**src/hw/tpsc_cfg.svh**
```systemverilog
// offsets, field positions and reset values of the touch power control
`ifndef TPSC_CFG_SVH
`define TPSC_CFG_SVH
`define TPSC_ADDR_W        8
`define TPSC_OFF_CTRL      8'h00
`define TPSC_OFF_ACT_EN    8'h04
`define TPSC_OFF_STANDBY_SELECT_BIT_EN   8'h08
`define TPSC_OFF_ACT_CFG   8'h0c
`define TPSC_OFF_STANDBY_SELECT_BIT_CFG  8'h10
`define TPSC_OFF_STANDBY_SELECT_BIT_THR  8'h14
`define TPSC_OFF_PATTERN   8'h18
`define TPSC_OFF_SENSE     8'h1c
`define TPSC_OFF_INT_STAT  8'h20
`define TPSC_OFF_INT_CLR   8'h24
`define TPSC_OFF_INT_EN    8'h28
`define TPSC_OFF_STATE     8'h2c
`define TPSC_OFF_RECAL     8'h30
`define TPSC_OFF_THR0      8'h40
`define TPSC_CTRL_STANDBY_SELECT_BIT     0
`define TPSC_CTRL_COMBO    1
`define TPSC_CTRL_DEEP     2
`define TPSC_NCH           6
`define TPSC_PAT_BIT       6
`define TPSC_NINT          7
`define TPSC_CFG_W         14
`define TPSC_SENS_LSB      0
`define TPSC_AVG_LSB       6
`define TPSC_CYC_LSB       4
`define TPSC_GAIN_LSB      12
`define TPSC_RST_EN        6'h3f
`define TPSC_RST_STANDBY_SELECT_BIT_EN   6'h00
`define TPSC_RST_CFG       14'h0000
`define TPSC_RST_THR       8'h40
`define TPSC_PTR_TOP       8'hff
`define TPSC_PTR_BOTTOM    8'h00
`endif

```
**src/hw/tpsc_pkg.sv**
```systemverilog
// types shared by the touch power control block
package tpsc_pkg;
    typedef enum logic [1:0] {
        PS_ACTIVE,
        PS_STANDBY,
        PS_COMBO,
        PS_DEEP
    } tpsc_pstate_type;

    typedef struct packed {
        logic [2:0] chan;
        logic [3:0] sens;
        logic [5:0] avg;
        logic [1:0] cycle;
        logic [1:0] gain;
        logic       recal;
    } tpsc_sense_type;

    typedef struct packed {
        logic       valid;
        logic [2:0] chan;
        logic [7:0] delta;
    } tpsc_meas_type;
endpackage : tpsc_pkg

```
**src/hw/tpsc_power_ctrl.sv**
```systemverilog
// power state, sensing configuration and touch status of the touch controller
//
// Design decisions made here: the AHB-Lite register port and the address map.
`timescale 1ns/1ps
`include "tpsc_cfg.svh"

// Notes on behaviour
// one of four power states from control
// state change clears touches of dropped channels
// active state polls active-enabled inputs only
// standby polls standby inputs, irq stays
// combo polls active and standby inputs
// deep sleep polls nothing
// link traffic wakes without clearing sleep bit
// clearing sleep bit returns to active
// active settings, per-channel thresholds
// standby settings, one shared threshold
// combo: active settings win when both
// combo cycle time from low power field
// combo gain for standby-only inputs
// status readable, interrupt on touch
// six channels, each with recalibration enable
// pattern match sets status and interrupt
// block write pointer increments, wraps to zero
// deep beats combo beats standby
module tpsc_power_ctrl (
    input  wire logic                   clock,
    input  wire logic                   arst_n,
    input  wire logic                   hsel,
    input  wire logic [31:0]            haddr,
    input  wire logic [1:0]             htrans,
    input  wire logic                   hwrite,
    input  wire logic [2:0]             hsize,
    input  wire logic [31:0]            hwdata,
    input  wire logic                   hready,
    output logic                        hreadyout,
    output logic                        hresp,
    output logic [31:0]                 hrdata,
    input  wire tpsc_pkg::tpsc_meas_type meas,
    input  wire logic                   linkActive,
    input  wire logic                   linkPtrLoad,
    input  wire logic                   linkDataStrobe,
    input  wire logic [7:0]             linkByte,
    output tpsc_pkg::tpsc_sense_type    senseCfg,
    output logic                        pollReq,
    output logic [5:0]                  touchStatus,
    output logic                        deviceAwake,
    output logic [7:0]                  regPointer,
    output logic                        irq
);
    tpsc_pkg::tpsc_pstate_type pstate_reg, pstate_next;
    tpsc_pkg::tpsc_sense_type  senseCfg_reg, senseCfg_next;
    logic [2:0]                ctrl_reg;
    logic [5:0]                actEn_reg, stbyEn_reg, pattern_reg, recal_reg;
    logic [13:0]               actCfg_reg, stbyCfg_reg;
    logic [7:0]                stbyThr_reg;
    logic [7:0]                chThr_reg [`TPSC_NCH];
    logic [5:0]                sense_reg, sense_next;
    logic [6:0]                intStat_reg, intEn_reg, intSet;
    logic                      irq_reg, awake_reg, pollReq_reg;
    logic [2:0]                pollChan_reg, pollChan_next;
    logic [7:0]                ptr_reg;
    logic [5:0]                monitor;
    logic                      pending_reg, pendWrite_reg, readyOut_reg;
    logic [7:0]                pendAddr_reg;
    logic [31:0]               rdata_reg;
    logic                      wrStrobe, touched;
    logic [7:0]                thr;

    // the monitored set follows the state; deep sleep polls nothing
    function automatic logic [5:0] maskFor(
        input tpsc_pkg::tpsc_pstate_type s,
        input logic [5:0] a,
        input logic [5:0] b);
        case (s)
            tpsc_pkg::PS_ACTIVE:  maskFor = a;
            tpsc_pkg::PS_STANDBY: maskFor = b;
            tpsc_pkg::PS_COMBO:   maskFor = a | b;
            default:              maskFor = 6'h00;
        endcase
    endfunction : maskFor

    // true when the channel runs on the active settings
    function automatic logic useActive(
        input tpsc_pkg::tpsc_pstate_type s,
        input logic [5:0] a,
        input logic [2:0] c);
        useActive = (s == tpsc_pkg::PS_ACTIVE) ||
                    (s == tpsc_pkg::PS_COMBO && a[c]);
    endfunction : useActive

    // next enabled channel after c, circularly; c itself if none other
    function automatic logic [2:0] nextChan(
        input logic [5:0] m,
        input logic [2:0] c);
        int k;
        nextChan = c;
        for (int i = `TPSC_NCH; i >= 1; i--) begin
            k = (int'(c) + i) % `TPSC_NCH;
            if (m[k]) begin
                nextChan = 3'(k);
            end
        end
    endfunction : nextChan

    // ---------------- bus slave: one wait state per transfer -------------
    assign wrStrobe = pending_reg && pendWrite_reg;

    always_ff @(posedge clock or negedge arst_n) begin
        if (!arst_n) begin
            pending_reg   <= 1'b0;
            pendWrite_reg <= 1'b0;
            pendAddr_reg  <= 8'h00;
            readyOut_reg  <= 1'b1;
        end else if (pending_reg) begin
            pending_reg  <= 1'b0;
            readyOut_reg <= 1'b1;
        end else if (hsel && htrans[1] && hready) begin
            pending_reg   <= 1'b1;
            pendWrite_reg <= hwrite;
            pendAddr_reg  <= haddr[`TPSC_ADDR_W-1:0];
            readyOut_reg  <= 1'b0;
        end
    end

    // read data is built after any earlier write has landed
    always_ff @(posedge clock or negedge arst_n) begin
        if (!arst_n) begin
            rdata_reg <= 32'h0000_0000;
        end else if (pending_reg && !pendWrite_reg) begin
            rdata_reg <= 32'h0000_0000;
            case (pendAddr_reg)
                `TPSC_OFF_CTRL:     rdata_reg[2:0]  <= ctrl_reg;
                `TPSC_OFF_ACT_EN:   rdata_reg[5:0]  <= actEn_reg;
                `TPSC_OFF_STANDBY_SELECT_BIT_EN:  rdata_reg[5:0]  <= stbyEn_reg;
                `TPSC_OFF_ACT_CFG:  rdata_reg[13:0] <= actCfg_reg;
                `TPSC_OFF_STANDBY_SELECT_BIT_CFG: rdata_reg[13:0] <= stbyCfg_reg;
                `TPSC_OFF_STANDBY_SELECT_BIT_THR: rdata_reg[7:0]  <= stbyThr_reg;
                `TPSC_OFF_PATTERN:  rdata_reg[5:0]  <= pattern_reg;
                `TPSC_OFF_SENSE:    rdata_reg[5:0]  <= sense_reg;
                `TPSC_OFF_INT_STAT: rdata_reg[6:0]  <= intStat_reg;
                `TPSC_OFF_INT_EN:   rdata_reg[6:0]  <= intEn_reg;
                `TPSC_OFF_STATE:    rdata_reg[2:0]  <= {awake_reg, pstate_reg};
                `TPSC_OFF_RECAL:    rdata_reg[5:0]  <= recal_reg;
                default: begin
                    for (int i = 0; i < `TPSC_NCH; i++) begin
                        if (pendAddr_reg == `TPSC_OFF_THR0 + 8'(4 * i)) begin
                            rdata_reg[7:0] <= chThr_reg[i];
                        end
                    end
                end
            endcase
        end
    end

    always_ff @(posedge clock or negedge arst_n) begin
        if (!arst_n) begin
            ctrl_reg    <= 3'h0;
            actEn_reg   <= `TPSC_RST_EN;
            stbyEn_reg  <= `TPSC_RST_STANDBY_SELECT_BIT_EN;
            actCfg_reg  <= `TPSC_RST_CFG;
            stbyCfg_reg <= `TPSC_RST_CFG;
            stbyThr_reg <= `TPSC_RST_THR;
            pattern_reg <= 6'h00;
            intEn_reg   <= 7'h00;
            recal_reg   <= 6'h00;
        end else if (wrStrobe) begin
            case (pendAddr_reg)
                `TPSC_OFF_CTRL:     ctrl_reg    <= hwdata[2:0];
                `TPSC_OFF_ACT_EN:   actEn_reg   <= hwdata[5:0];
                `TPSC_OFF_STANDBY_SELECT_BIT_EN:  stbyEn_reg  <= hwdata[5:0];
                `TPSC_OFF_ACT_CFG:  actCfg_reg  <= hwdata[13:0];
                `TPSC_OFF_STANDBY_SELECT_BIT_CFG: stbyCfg_reg <= hwdata[13:0];
                `TPSC_OFF_STANDBY_SELECT_BIT_THR: stbyThr_reg <= hwdata[7:0];
                `TPSC_OFF_PATTERN:  pattern_reg <= hwdata[5:0];
                `TPSC_OFF_INT_EN:   intEn_reg   <= hwdata[6:0];
                `TPSC_OFF_RECAL:    recal_reg   <= hwdata[5:0];
                default: ;
            endcase
        end
    end

    generate
        for (genvar g = 0; g < `TPSC_NCH; g++) begin : gThr
            always_ff @(posedge clock or negedge arst_n) begin
                if (!arst_n) begin
                    chThr_reg[g] <= `TPSC_RST_THR;
                end else if (wrStrobe &&
                             pendAddr_reg == `TPSC_OFF_THR0 + 8'(4 * g)) begin
                    chThr_reg[g] <= hwdata[7:0];
                end
            end
        end
    endgenerate

    // ---------------- power state ----------------------------------------
    always_comb begin
        if (ctrl_reg[`TPSC_CTRL_DEEP]) begin
            pstate_next = tpsc_pkg::PS_DEEP;
        end else if (ctrl_reg[`TPSC_CTRL_COMBO]) begin
            pstate_next = tpsc_pkg::PS_COMBO;
        end else if (ctrl_reg[`TPSC_CTRL_STANDBY_SELECT_BIT]) begin
            pstate_next = tpsc_pkg::PS_STANDBY;
        end else begin
            pstate_next = tpsc_pkg::PS_ACTIVE;
        end
    end

    always_ff @(posedge clock or negedge arst_n) begin
        if (!arst_n) begin
            pstate_reg <= tpsc_pkg::PS_ACTIVE;
        end else begin
            pstate_reg <= pstate_next;
        end
    end

    // sensing stays off while the link holds deep sleep awake; only the link side is woken
    always_ff @(posedge clock or negedge arst_n) begin
        if (!arst_n) begin
            awake_reg <= 1'b1;
        end else begin
            awake_reg <= (pstate_reg != tpsc_pkg::PS_DEEP) ||
                         linkActive;
        end
    end

    assign monitor = maskFor(pstate_reg, actEn_reg, stbyEn_reg);

    // ---------------- polling sequencer ----------------------------------
    always_comb begin
        pollChan_next = pollChan_reg;
        if (!monitor[pollChan_reg] ||
            (meas.valid && meas.chan == pollChan_reg)) begin
            pollChan_next = nextChan(monitor, pollChan_reg);
        end
    end

    always_ff @(posedge clock or negedge arst_n) begin
        if (!arst_n) begin
            pollChan_reg <= 3'h0;
            pollReq_reg  <= 1'b0;
        end else begin
            pollChan_reg <= pollChan_next;
            pollReq_reg  <= monitor[pollChan_next];
        end
    end

    // settings for the channel about to be polled
    always_comb begin
        logic act;
        act = useActive(pstate_reg, actEn_reg, pollChan_next);
        senseCfg_next.chan  = pollChan_next;
        senseCfg_next.recal = recal_reg[pollChan_next];
        senseCfg_next.sens  = act ? actCfg_reg[`TPSC_SENS_LSB +: 4] :
                              stbyCfg_reg[`TPSC_SENS_LSB +: 4];
        senseCfg_next.avg   = act ? actCfg_reg[`TPSC_AVG_LSB +: 6] :
                              stbyCfg_reg[`TPSC_AVG_LSB +: 6];
        senseCfg_next.cycle = (pstate_reg == tpsc_pkg::PS_ACTIVE) ?
                              actCfg_reg[`TPSC_CYC_LSB +: 2] :
                              stbyCfg_reg[`TPSC_CYC_LSB +: 2];
        senseCfg_next.gain  = (pstate_reg == tpsc_pkg::PS_COMBO && !act) ?
                              stbyCfg_reg[`TPSC_GAIN_LSB +: 2] :
                              actCfg_reg[`TPSC_GAIN_LSB +: 2];
    end

    always_ff @(posedge clock or negedge arst_n) begin
        if (!arst_n) begin
            senseCfg_reg <= '0;
        end else begin
            senseCfg_reg <= senseCfg_next;
        end
    end

    // ---------------- touch detection ------------------------------------
    assign thr = useActive(pstate_reg, actEn_reg, meas.chan) ?
                 chThr_reg[meas.chan] : stbyThr_reg;
    assign touched = meas.delta > thr;

    always_comb begin
        sense_next = sense_reg;
        if (meas.valid && monitor[meas.chan]) begin
            sense_next[meas.chan] = touched;
        end
        if (pstate_next != pstate_reg) begin
            // channels dropped by the new state lose their touch
            sense_next = sense_next &
                         maskFor(pstate_next, actEn_reg, stbyEn_reg);
        end
    end

    always_ff @(posedge clock or negedge arst_n) begin
        if (!arst_n) begin
            sense_reg <= 6'h00;
        end else begin
            sense_reg <= sense_next;
        end
    end

    // ---------------- interrupts ------------------------------------------
    always_comb begin
        intSet = {1'b0, sense_next & ~sense_reg};
        // an empty pattern never matches
        intSet[`TPSC_PAT_BIT] =
            (pattern_reg != 6'h00) &&
            ((sense_next & pattern_reg) == pattern_reg) &&
            ((sense_reg & pattern_reg) != pattern_reg);
    end

    // set wins over a clear written in the same cycle
    always_ff @(posedge clock or negedge arst_n) begin
        if (!arst_n) begin
            intStat_reg <= 7'h00;
        end else if (wrStrobe && pendAddr_reg == `TPSC_OFF_INT_CLR) begin
            intStat_reg <= (intStat_reg & ~hwdata[6:0]) | intSet;
        end else begin
            intStat_reg <= intStat_reg | intSet;
        end
    end

    always_ff @(posedge clock or negedge arst_n) begin
        if (!arst_n) begin
            irq_reg <= 1'b0;
        end else begin
            irq_reg <= |(intStat_reg & intEn_reg);
        end
    end

    // ---------------- block write pointer ----------------------------------
    always_ff @(posedge clock or negedge arst_n) begin
        if (!arst_n) begin
            ptr_reg <= `TPSC_PTR_BOTTOM;
        end else if (linkPtrLoad) begin
            ptr_reg <= linkByte;
        end else if (linkDataStrobe) begin
            ptr_reg <= (ptr_reg == `TPSC_PTR_TOP) ?
                       `TPSC_PTR_BOTTOM : ptr_reg + 8'h01;
        end
    end

    assign hreadyout   = readyOut_reg;
    assign hresp       = 1'b0;
    assign hrdata      = rdata_reg;
    assign senseCfg    = senseCfg_reg;
    assign pollReq     = pollReq_reg;
    assign touchStatus = sense_reg;
    assign deviceAwake = awake_reg;
    assign regPointer  = ptr_reg;
    assign irq         = irq_reg;
endmodule : tpsc_power_ctrl

```
**config.mk**
```make
export PLATFORM = sky130hd
export DESIGN_NAME = tpsc_power_ctrl
export DESIGN_NICKNAME = d
export VERILOG_FILES = /design/src/hw/tpsc_pkg.sv /design/src/hw/tpsc_power_ctrl.sv
export VERILOG_INCLUDE_DIRS = /design/src /design/src/hw
export SDC_FILE = /design/constraint.sdc
export NUM_CORES = 1
export LEC_CHECK = 0
export BUFFER_PORTS_ARGS = -buffer_cell sky130_fd_sc_hd__buf_4
export CAP_MARGIN = 5
export CORE_MARGIN = 2
export CORE_UTILIZATION = 35
export CTS_BUF_LIST = sky130_fd_sc_hd__clkbuf_4
export CTS_CLUSTER_DIAMETER = 100
export CTS_CLUSTER_SIZE = 8
export DETAILED_ROUTE_END_ITERATION = 10
export GPL_TIMING_DRIVEN = 0
export PLACE_DENSITY = 0.6
export SYNTH_ARGS = -nofsm -noshare
export SYNTH_HDL_FRONTEND = slang
export SYNTH_SLANG_ARGS = --single-unit
```
**constraint.sdc**
```tcl
create_clock -name clock -period 6.2 [get_ports clock]
set_input_delay 0.93 -clock clock [delete_from_list [all_inputs] [get_ports clock]]
set_output_delay 0.93 -clock clock [all_outputs]
set_load 0.01 [all_outputs]
```
Word-level counts from Yosys, hierarchy flattened
Index checks and enable logic that the tools add are counted.
Widths: inputs -> output; s select.
{"block": "op_classes", "n_reduce_logical": 46, "muxes": 75, "n_addsub": 7, "n_div": 6, "n_eq_ne": 28, "n_bitwise": 13, "n_lt_le_gt_ge": 12}
{"op": "$lt 32x5->1 const B", "n": 6}
{"op": "$mod 32x4->32 const B", "n": 6}
{"op": "$mux 8", "n": 12}
{"op": "$eq 8x7->1 const B", "n": 6}
{"op": "$eq 8x6->1 const B", "n": 5}
{"op": "$bmux 1 s3", "n": 12}
{"op": "$pmux 3 s12", "n": 1}
{"op": "$pmux 6 s3", "n": 2}
{"op": "$pmux 3 s11", "n": 1}
{"op": "$eq 8x5->1 const B", "n": 4}
{"op": "$and 6x6->6", "n": 4}
{"op": "$bmux 8 s3", "n": 1}
{"op": "$mux 1", "n": 24}
{"op": "$mux 6", "n": 4}
{"op": "$mux 3", "n": 7}
{"op": "$reduce_and 2->1", "n": 10}
{"op": "$logic_and 1x1->1", "n": 19}
{"op": "$eq 8x4->1 const B", "n": 2}
{"op": "$and 7x7->7", "n": 2}
{"op": "$or 7x7->7", "n": 2}
{"op": "$reduce_or 7->1", "n": 2}
{"op": "$add 3x3->4 const B", "n": 3}
{"op": "$lt 3x4->1 const B", "n": 3}
{"op": "$pmux 6 s2", "n": 1}
{"op": "other kinds (35)", "n": 48}
{"block": "word_totals", "ff_bits": 187, "inputBits": 97, "out_inout_bits": 69, "elab_cells": 220}

Depth between registers and ports, before layout
Gate-level depths: netlist of run 1.
{"block": "depth", "ltp_word": 19, "depth_mapped": 20, "ltp_nobuf": 19}

Worst setup path after synthesis of run 1
No wires, ideal clock.
{"block": "synth_path", "path_type": "flip-flop to flip-flop", "startpoint": "register senseCfg[16] (netlist name)", "endpoint": "register senseCfg_reg, in the netlist senseCfg[11]", "n_path_buf": 0, "stages_incl_launch_ff": 17, "path_slack_ns": 1.915, "period_less_slack_ns": 4.285, "setup_time_ns": 0.125, "required_time_ns": 6.075, "arrival_time_ns": 4.160, "path_cell_list": "dfrtp_1 -> inv_1 -> ha_1 -> a21oi_1 -> inv_1 -> ha_1 -> nand2b_1 -> o21ai_0 -> o21a_1 -> mux2_2 -> nand2_1 -> o2111ai_2 -> a22oi_1 -> and3b_1 -> o31a_1 -> a21oi_4 -> mux2_2"}
{"element": "end signal: assignment", "line": "tpsc_power_ctrl.sv:270", "rtl": "senseCfg_reg <= senseCfg_next;"}
{"element": "end: declaration", "line": "tpsc_power_ctrl.sv:52", "rtl": "tpsc_pkg::tpsc_sense_type senseCfg_reg, senseCfg_next;"}

Worst setup path in the final report of run 1
{"block": "layout_path", "startpoint": "input meas[8] in the netlist's numbering", "endpoint": "register intStat_reg[6]"}
{"block": "layout_between", "elab_chain_cells": 16, "elab_cells_between_ends": 29, "cone_classes": "order compare (3); eq/ne (1); mux (14); bitwise (5); reduce/logical (6)"}
{"element": "start: declaration", "line": "tpsc_power_ctrl.sv:39", "rtl": "input wire tpsc_pkg::tpsc_meas_type meas,"}
{"element": "$not 3->4 (not written as such) / $bmux 1 s3 (equally long branches)", "line": "tpsc_power_ctrl.sv:276, tpsc_power_ctrl.sv:89"}
{"element": "$bmux 8 s3 / $mux 1 (equally long branches)", "line": "tpsc_power_ctrl.sv:276, tpsc_power_ctrl.sv:89"}
{"element": "$mux 8 (not written as such) / $logic_and 1x1->1 (equally long branches)", "line": "tpsc_power_ctrl.sv:276, tpsc_power_ctrl.sv:89"}
{"element": "$mux 8 (not written as such) / $logic_or 1x1->1 (equally long branches)", "line": "tpsc_power_ctrl.sv:276, tpsc_power_ctrl.sv:88"}
{"element": "$mux 8", "line": "tpsc_power_ctrl.sv:275", "rtl": "assign thr = useActive(pstate_reg, actEn_reg, meas.chan) ?"}
{"element": "$gt 8x8->1", "line": "tpsc_power_ctrl.sv:277", "rtl": "assign touched = meas.delta > thr;"}
{"element": "$bwmux 6", "line": "tpsc_power_ctrl.sv:282", "rtl": "sense_next[meas.chan] = touched;"}
{"element": "$mux 6 *", "line": "tpsc_power_ctrl.sv:281", "rtl": "if (meas.valid && monitor[meas.chan]) begin"}
{"element": "$and 6x6->6", "line": "tpsc_power_ctrl.sv:286", "rtl": "sense_next = sense_next &"}
{"element": "$mux 6 *", "line": "tpsc_power_ctrl.sv:284", "rtl": "if (pstate_next != pstate_reg) begin"}
{"element": "$and 6x6->6 *", "line": "tpsc_power_ctrl.sv:305", "rtl": "((sense_next & pattern_reg) == pattern_reg) &&"}
{"element": "$eq 6x6->1 *", "line": "tpsc_power_ctrl.sv:305"}
{"element": "$logic_and 1x1->1 *", "line": "tpsc_power_ctrl.sv:304", "rtl": "(pattern_reg != 6'h00) &&"}
{"element": "$logic_and 1x1->1 *", "line": "tpsc_power_ctrl.sv:305"}
{"element": "$or 7x7->7, on equally long branches", "line": "tpsc_power_ctrl.sv:316, tpsc_power_ctrl.sv:314"}
{"element": "$mux 7 *", "line": "tpsc_power_ctrl.sv:313", "rtl": "end else if (wrStrobe && pendAddr_reg == `TPSC_OFF_INT_CLR) begin"}
{"element": "end signal: assignment", "line": "tpsc_power_ctrl.sv:314", "rtl": "intStat_reg <= (intStat_reg & ~hwdata[6:0]) | intSet;"}
{"element": "end signal: assignment", "line": "tpsc_power_ctrl.sv:316", "rtl": "intStat_reg <= intStat_reg | intSet;"}
{"element": "end: declaration", "line": "tpsc_power_ctrl.sv:59", "rtl": "logic [6:0] intStat_reg, intEn_reg, intSet;"}
Mark *: on every way between the ends. The rest lies on a longest branch, timed or not. The select of a mux whose other input is x is not followed.
A chain may end at the register's enable or synchronous reset.

==> run metrics, run 1 <==
gpl congestion=0.9577; synth top area cells=dfrtp_1, mux2_2, a22oi_1; share of async-settable or async-resettable flops after synthesis=1.000; sequential power share=0.362; max FFs per register=48; Final min period=approximately 5.6 ns; row cnt=63; Max Fclk=0.1770 GHz; Vias/cell=5.651; Critical Path Fanout Max=10; Die X=~180 µm; final core occ=0.4088; Pleak=slightly above 5 nW; hold slack=0.2639 ns; vias in the first global route=around 8500; max cap viols=0; Num CTS Buffers=17; wire per inst=around 21 µm; worst skew pair latency=0.61 ns; Final Cycle Share=0.9110; Slew Limit Fails=0; Nets=1250; Worst setup EP type=register; cts repair resizes=0; status=finished, final reports clean; Max-slew headroom=0.2973; Pre-antenna DRT Iters=8; RSZ-0062 raised after global routing=false; Total Wirelength=32.06 mm; endpoints failing hold=0; Clock Sinks=~190; P_int=2.507 mW; share of layout cells above drive strength 1=0.2896; startpoint types=input pin; largest net degree at the start of global routing=approximately 120; synth unique cells=75; Mean Syn Cell Area=10.47 µm²; setup_tns=0 ns; DR vias=8663; CTS H-tree depth=4; first-pass GRT wire length=49.87 mm; switching power=1.829 mW; post-route ant nets=0; Yosys reg bits=187; register area share after synthesis=0.4516; clock power share=0.163; Final setup viols=0; hold_buf cts=0; Initial DRC Count=1026; leading area contributor after synthesis=dfrtp_1; Port-buffer cells=between 90 and 100; Netlist Area Pre-Place=10400 µm²; total grt overflow=0; Tot GR Track Use=0.2080; Area growth syn-to-layout=15.84%; Worst Clk Skew=0.02408 ns; dominant synthesized flop cell=dfrtp_1; worst vdd ir=around 0.00023 V; HPWL Detailed=23.15 mm; Die Height=~180 µm; IO Count=166; CTS tree=done; core area=about 29000 µm²; clock buffer depth=2; Reg clk slew, reported paths=0.16 ns; antenna violations before repair=0; EDFF count, synth=0; yosys warns=0; Setup Crit Path Kind=input pin to register; die area=31120 µm²; Comb pwr share=0.475; clock root cell=clkbuf_4; Yosys top cell area share=0.4138; Switching Fraction=0.4217; Initial Utilization=0.3529; Slew @ Worst Pin=1.054 ns; Ant. Diodes=0; Crit path required time=6.74 ns; Post-CTS Setup Bufs=0; Synth Instances=slightly below 1000; DRC viols=0; Power per Cell Area=359.8 nW/µm²; path category of the worst min-delay check=input pin to async pin; Worst Path Arrival=about 6.2 ns
==> Yosys cell counts, drive strengths merged (6+ instances only) <==
cell / instances
nand2b: 12
a21boi: 8
o22ai: 8
and3: 7
a31oi: 6
dfstp: 15
a22oi: 64
mux2: 141
a21o: 6
or2: 6
nand3: 22
inv: 31
a211oi: 14
a21oi: 31
mux2i: 12
nor3: 19
nand4: 26
ha: 23
nand2: 98
nor2: 54
buf: 26
and2: 6
nor2b: 17
clkbuf: 31
a22o: 10
a221oi: 16
o21ai: 41
dfrtp: 172
==> logic make-up after synthesis <==
group,Yosys count,share of synthesized area
XOR/XNOR,10,0.01058
other,1,0.0003605
AO/OA/AOI/OAI,243,0.1686
multiplexers,154,0.1663
buffers and inverters,89,0.03969
flip-flops,187,0.4516
AND/OR/NAND/NOR,287,0.1351
adder cells (fa/ha/maj),23,0.02766
==> routing by layer <==
layer  global-route usage  share of wire
met1               0.2746           0.42
met2               0.3479           0.48
met3              0.03488          0.071
met4              0.06715          0.031
met5                    0              0
==> final cells by class <==
cell class / instances / area, µm²
Fill cell: 2975 / 17430
Clock buffer: 17 / 127.6
Buffer: 57 / 292.8
Timing Repair Buffer: 99 / 770.7
Inverter: 32 / 120.1
Multi-Input combinational cell: 736 / 5374
Clock inverter: 15 / 178.9
Tap cell: 390 / 488.0
Sequential cell: 187 / 4698
==> power groups by stage <==
stage               logic (mW)  registers (mW)  clock network, mW
global placement          2.01            1.59                  0
global route              2.28            1.59              0.769
finish                    2.06            1.57              0.709
detailed placement        2.05            1.59                  0
floorplan                 1.41            1.58                  0
CTS                       2.05            1.57              0.722
==> layout by cell type, fill, tap and decap left out, types with 6 or more instances in the layout <==
master / instances
a211oi_1: 13
a21boi_0: 6
a21o_1: 6
a21oi_1: 30
a221oi_1: 16
a22o_1: 10
a22oi_1: 63
a31oi_1: 6
and2_1: 6
and3_1: 7
buf_4: 117
clkbuf_1: 31
clkbuf_4: 17
conb_1: 19
dfrtp_1: 172
dfstp_2: 15
ha_1: 23
inv_1: 30
mux2_2: 139
mux2i_1: 12
nand2_1: 98
nand2b_1: 12
nand3_1: 22
nand4_1: 26
nor2_1: 54
nor2b_1: 17
nor3_1: 18
o21ai_0: 39
o22ai_1: 8
==> stage by stage <==
stage | worst slack, ns | cell area, µm² | power (mW) | instances
floorplan | 1.915 | 10470 | 2.989 | 1012
global placement | 0.2606 | 11690 | 3.593 | 1500
detailed placement | 0.2285 | 11740 | 3.634 | 1501
CTS | 0.8543 | 12050 | 4.341 | 1533
global route | 0.3202 | 12050 | 4.639 | 1533
finish | 0.5517 | 12050 | 4.336 | 1533
==> path summary, 6_finish.rpt <==
kind,cells after the start,slack [ns],endpoint,from
max in group asynchronous,2,4.94,stbyCfg_reg[2],arst_n
worst max register to register,17,0.95,senseCfg[12],senseCfg[17]
worst max-delay path,20,0.55,intStat_reg[6],meas[8]
worst min-delay path,1,0.26,pendAddr_reg[0],arst_n
min in group clock,3,0.50,regPointer[1],linkByte[1]
worst min register to register,2,0.51,hreadyout,hreadyout
==> critical path: stages <==
cell and delay (ns):
buf_4 0.10, buf_1 0.41, and2_1 0.23, clkbuf_1 0.57, a221oi_1 0.17, a21oi_1 0.88, clkbuf_1 0.47, o21ai_0 0.25
ha_1 0.35, nor2b_1 0.12, o21ai_0 0.07, nand2b_1 0.08, a21oi_1 0.06, o21ai_0 0.14, o21a_1 0.35, and3_1 0.21
o22ai_1 0.15, a222oi_1 0.37, nand4_1 0.19, nand2_1 0.09
No activity file was read; power rests on OpenSTA's default activity.
==> inputs of run 2 (changes only) <==
--- a/config.mk
+++ b/config.mk
@@ -8,7 +8,6 @@
 export LEC_CHECK = 0
 export BUFFER_PORTS_ARGS = -buffer_cell sky130_fd_sc_hd__buf_4
 export CAP_MARGIN = 5
-export CORE_MARGIN = 2
 export CORE_UTILIZATION = 35
 export CTS_BUF_LIST = sky130_fd_sc_hd__clkbuf_4
 export CTS_CLUSTER_DIAMETER = 100
==> run metrics, run 2 (synthesis gave the netlist of run 1 again) <==
status=finished, final reports clean (unchanged); Pleak=5.118 nW (was 5.122 nW); Top Layer Used=met4 (unchanged); setup_tns=0 ns (unchanged); worst vdd ir=0.0001709 V (was 0.0002273 V); final core occ=0.4160 (was 0.4088); die area=30420 µm² (was 31120 µm²); Total Wirelength=32.09 mm (was 32.06 mm); Num CTS Buffers=17 (unchanged); DR vias=8728 (was 8663); worst skew pair latency=0.63 ns (was 0.61 ns); vias in the first global route=8471 (was 8548); Worst setup EP type=register (unchanged); core area=28940 µm² (was 29480 µm²); Comb pwr share=0.476 (was 0.475); max cap viols=0 (unchanged); Finished Cell Area=12040 µm² (was 12050 µm²); Final min period=5.584 ns (was 5.648 ns); Worst Path Arrival=6.17 ns (was 6.19 ns); Die X=174.4 µm (was 176.4 µm); CTS H-tree depth=4 (unchanged); post-route ant nets=0 (unchanged); Reg clk slew, reported paths=0.18 ns (was 0.16 ns); Setup Crit Path Kind=input pin to register (unchanged); CTS tree=done (unchanged); metal1 wirelength=13.79 mm (was 13.51 mm); IO Count=166 (unchanged); Clock Sinks=187 (unchanged); commonest non-fill, non-tap cell in the layout=dfrtp_1 (unchanged); post-route insts no fill=1527 (was 1533); crit-path leading delay family=compound AO/OA/AOI/OAI gates (unchanged); crit path buf inv count=4 (unchanged); Critical-path top delay cell=a21oi_1 (unchanged); dpl cell area=11740 µm² (about the same); Max-slew headroom=0.3014 (was 0.2973); max FFs per register=48 (unchanged); Initial DRC Count=850 (was 1026); Switching Fraction=0.4264 (was 0.4217); dpl cells=1495 (was 1501); total grt overflow=0 (unchanged); Initial Utilization=0.3595 (was 0.3529); endpoints failing hold=0 (unchanged); Port-buffer cells=98 (unchanged); Vias/cell=5.716 (was 5.651); Post-CTS Setup Bufs=0 (unchanged); max incr delay on CP=0.83 ns (was 0.88 ns); RSZ-0062 raised after global routing=false (unchanged); clock power share=0.160 (was 0.163); Worst Clk Skew=0.04296 ns (was 0.02408 ns); antenna violations before repair=0 (unchanged); met3 wire length=2.010 mm (was 2.287 mm); hold_buf cts=0 (unchanged); Slew Limit Fails=0 (unchanged); Die Height=174.4 µm (was 176.4 µm); Area growth syn-to-layout=15.71% (was 15.84%); clock root cell=clkbuf_4 (unchanged); most frequent cells in the layout=dfrtp_1, mux2_2, buf_4 (unchanged); Ant. Diodes=0 (unchanged); Critical Path Fanout Max=10 (unchanged); Max Fclk=0.1791 GHz (was 0.1770 GHz); row cnt=62 (was 63); Final setup viols=0 (unchanged); path category of the worst min-delay check=input pin to async pin (unchanged); startpoint types=input pin (unchanged); sequential power share=0.364 (was 0.362); share of layout cells above drive strength 1=0.2896 (unchanged); Nets=1250 (unchanged); Tot GR Track Use=0.2148 (was 0.2080); Pre-antenna DRT Iters=6 (was 8); switching power=1.838 mW (was 1.829 mW); Final Cycle Share=0.9007 (was 0.9110); crit-path cells=buf_4 > buf_1 > and2_1 > clkbuf_1 > a221oi_1 > a21oi_1 > clkbuf_1 > o21ai_0 > ha_1 > nor2b_1 > o21ai_0 > nand2b_1 > a21oi_1 > o21ai_0 > o21a_1 > and3_1 > o22ai_1 > a222oi_1 > nand4_1 > nand2_1 (unchanged); Slew @ Worst Pin=1.044 ns (was 1.054 ns); DRC viols=0 (unchanged); Power per Cell Area=358.1 nW/µm² (was 359.8 nW/µm²); cts repair resizes=0 (unchanged); clock buffer depth=2 (unchanged); wire per inst=21.02 µm (was 20.92 µm); met2 wire length=15.24 mm (was 15.26 mm); gpl congestion=0.9432 (was 0.9577); P_int=2.473 mW (was 2.507 mW); largest net degree at the start of global routing=99 (was 121); first-pass GRT wire length=49.72 mm (was 49.87 mm); Crit path required time=6.78 ns (was 6.74 ns); hold slack=0.3199 ns (was 0.2639 ns); HPWL Detailed=23.17 mm (was 23.15 mm); CP most frequent cell=o21ai_0 (unchanged)
run 2: cell types whose count changed in the layout (fill, tap and decap cells not counted):
cell       delta
clkinv_4      -2
clkinv_8      +2
inv_6         +1
bufinv_16     -1
run 2: final cells by class:
type | instances | area (µm²)
fill | 2894 | 16900
multi-input combinational | 736 | 5374
sequential | 187 | 4698
timing repair buffer | 99 | 770.7
tap | 384 | 480.5
buffer | 57 | 292.8
clock inverter | 15 | 172.7
clock buffer | 17 | 127.6
inverter | 32 | 120.1
run 2: worst register-to-register path: stages, from the launching register on:
cell	delay, ns
dfrtp_1	0.71
inv_1	0.33
ha_1	0.39
a21oi_1	0.40
inv_1	0.11
ha_1	0.30
nand2b_1	0.15
o21ai_0	0.23
o21a_1	0.21
mux2_2	0.34
nand2_1	0.10
o2111ai_2	0.25
a22oi_1	0.24
and3b_1	0.20
o31a_1	0.29
a21oi_4	0.44
mux2_2	0.46
run 2: path summary, 6_finish.rpt:
path | start | endpoint | slack [ns] | depth (start not counted)
worst max register to register | senseCfg[16] | senseCfg[12] | 0.96 | 16
worst min-delay path | arst_n | pending_reg | 0.32 | 1
min in group clock | linkByte[1] | regPointer[1] | 0.49 | 3
worst min register to register | hreadyout | hreadyout | 0.50 | 2
max in group asynchronous | arst_n | hrdata[11] | 4.97 | 2
worst max-delay path | meas[8] | intStat_reg[6] | 0.62 | 20
run 2: per-layer routing:
layer	vias to the layer above	global-route usage
met2	392	0.3494
li1	3950	-
met4	0	0.08735
met3	89	0.03478
met1	4297	0.2838
met5	-	0
run 2: power by group through the flow:
stage	clock (mW)	sequential (mW)	combinational, mW
floorplan	0	1.58	1.41
global placement	0	1.59	2.01
detailed placement	0	1.59	2.05
CTS	0.711	1.57	2.06
global route	0.755	1.59	2.26
finish	0.689	1.57	2.05
run 2: through the flow:
stage	setup slack (ns)	power [mW]
floorplan	1.915	2.989
global placement	0.1599	3.602
detailed placement	0.03842	3.637
CTS	0.7093	4.334
global route	0.3390	4.612
finish	0.6155	4.311
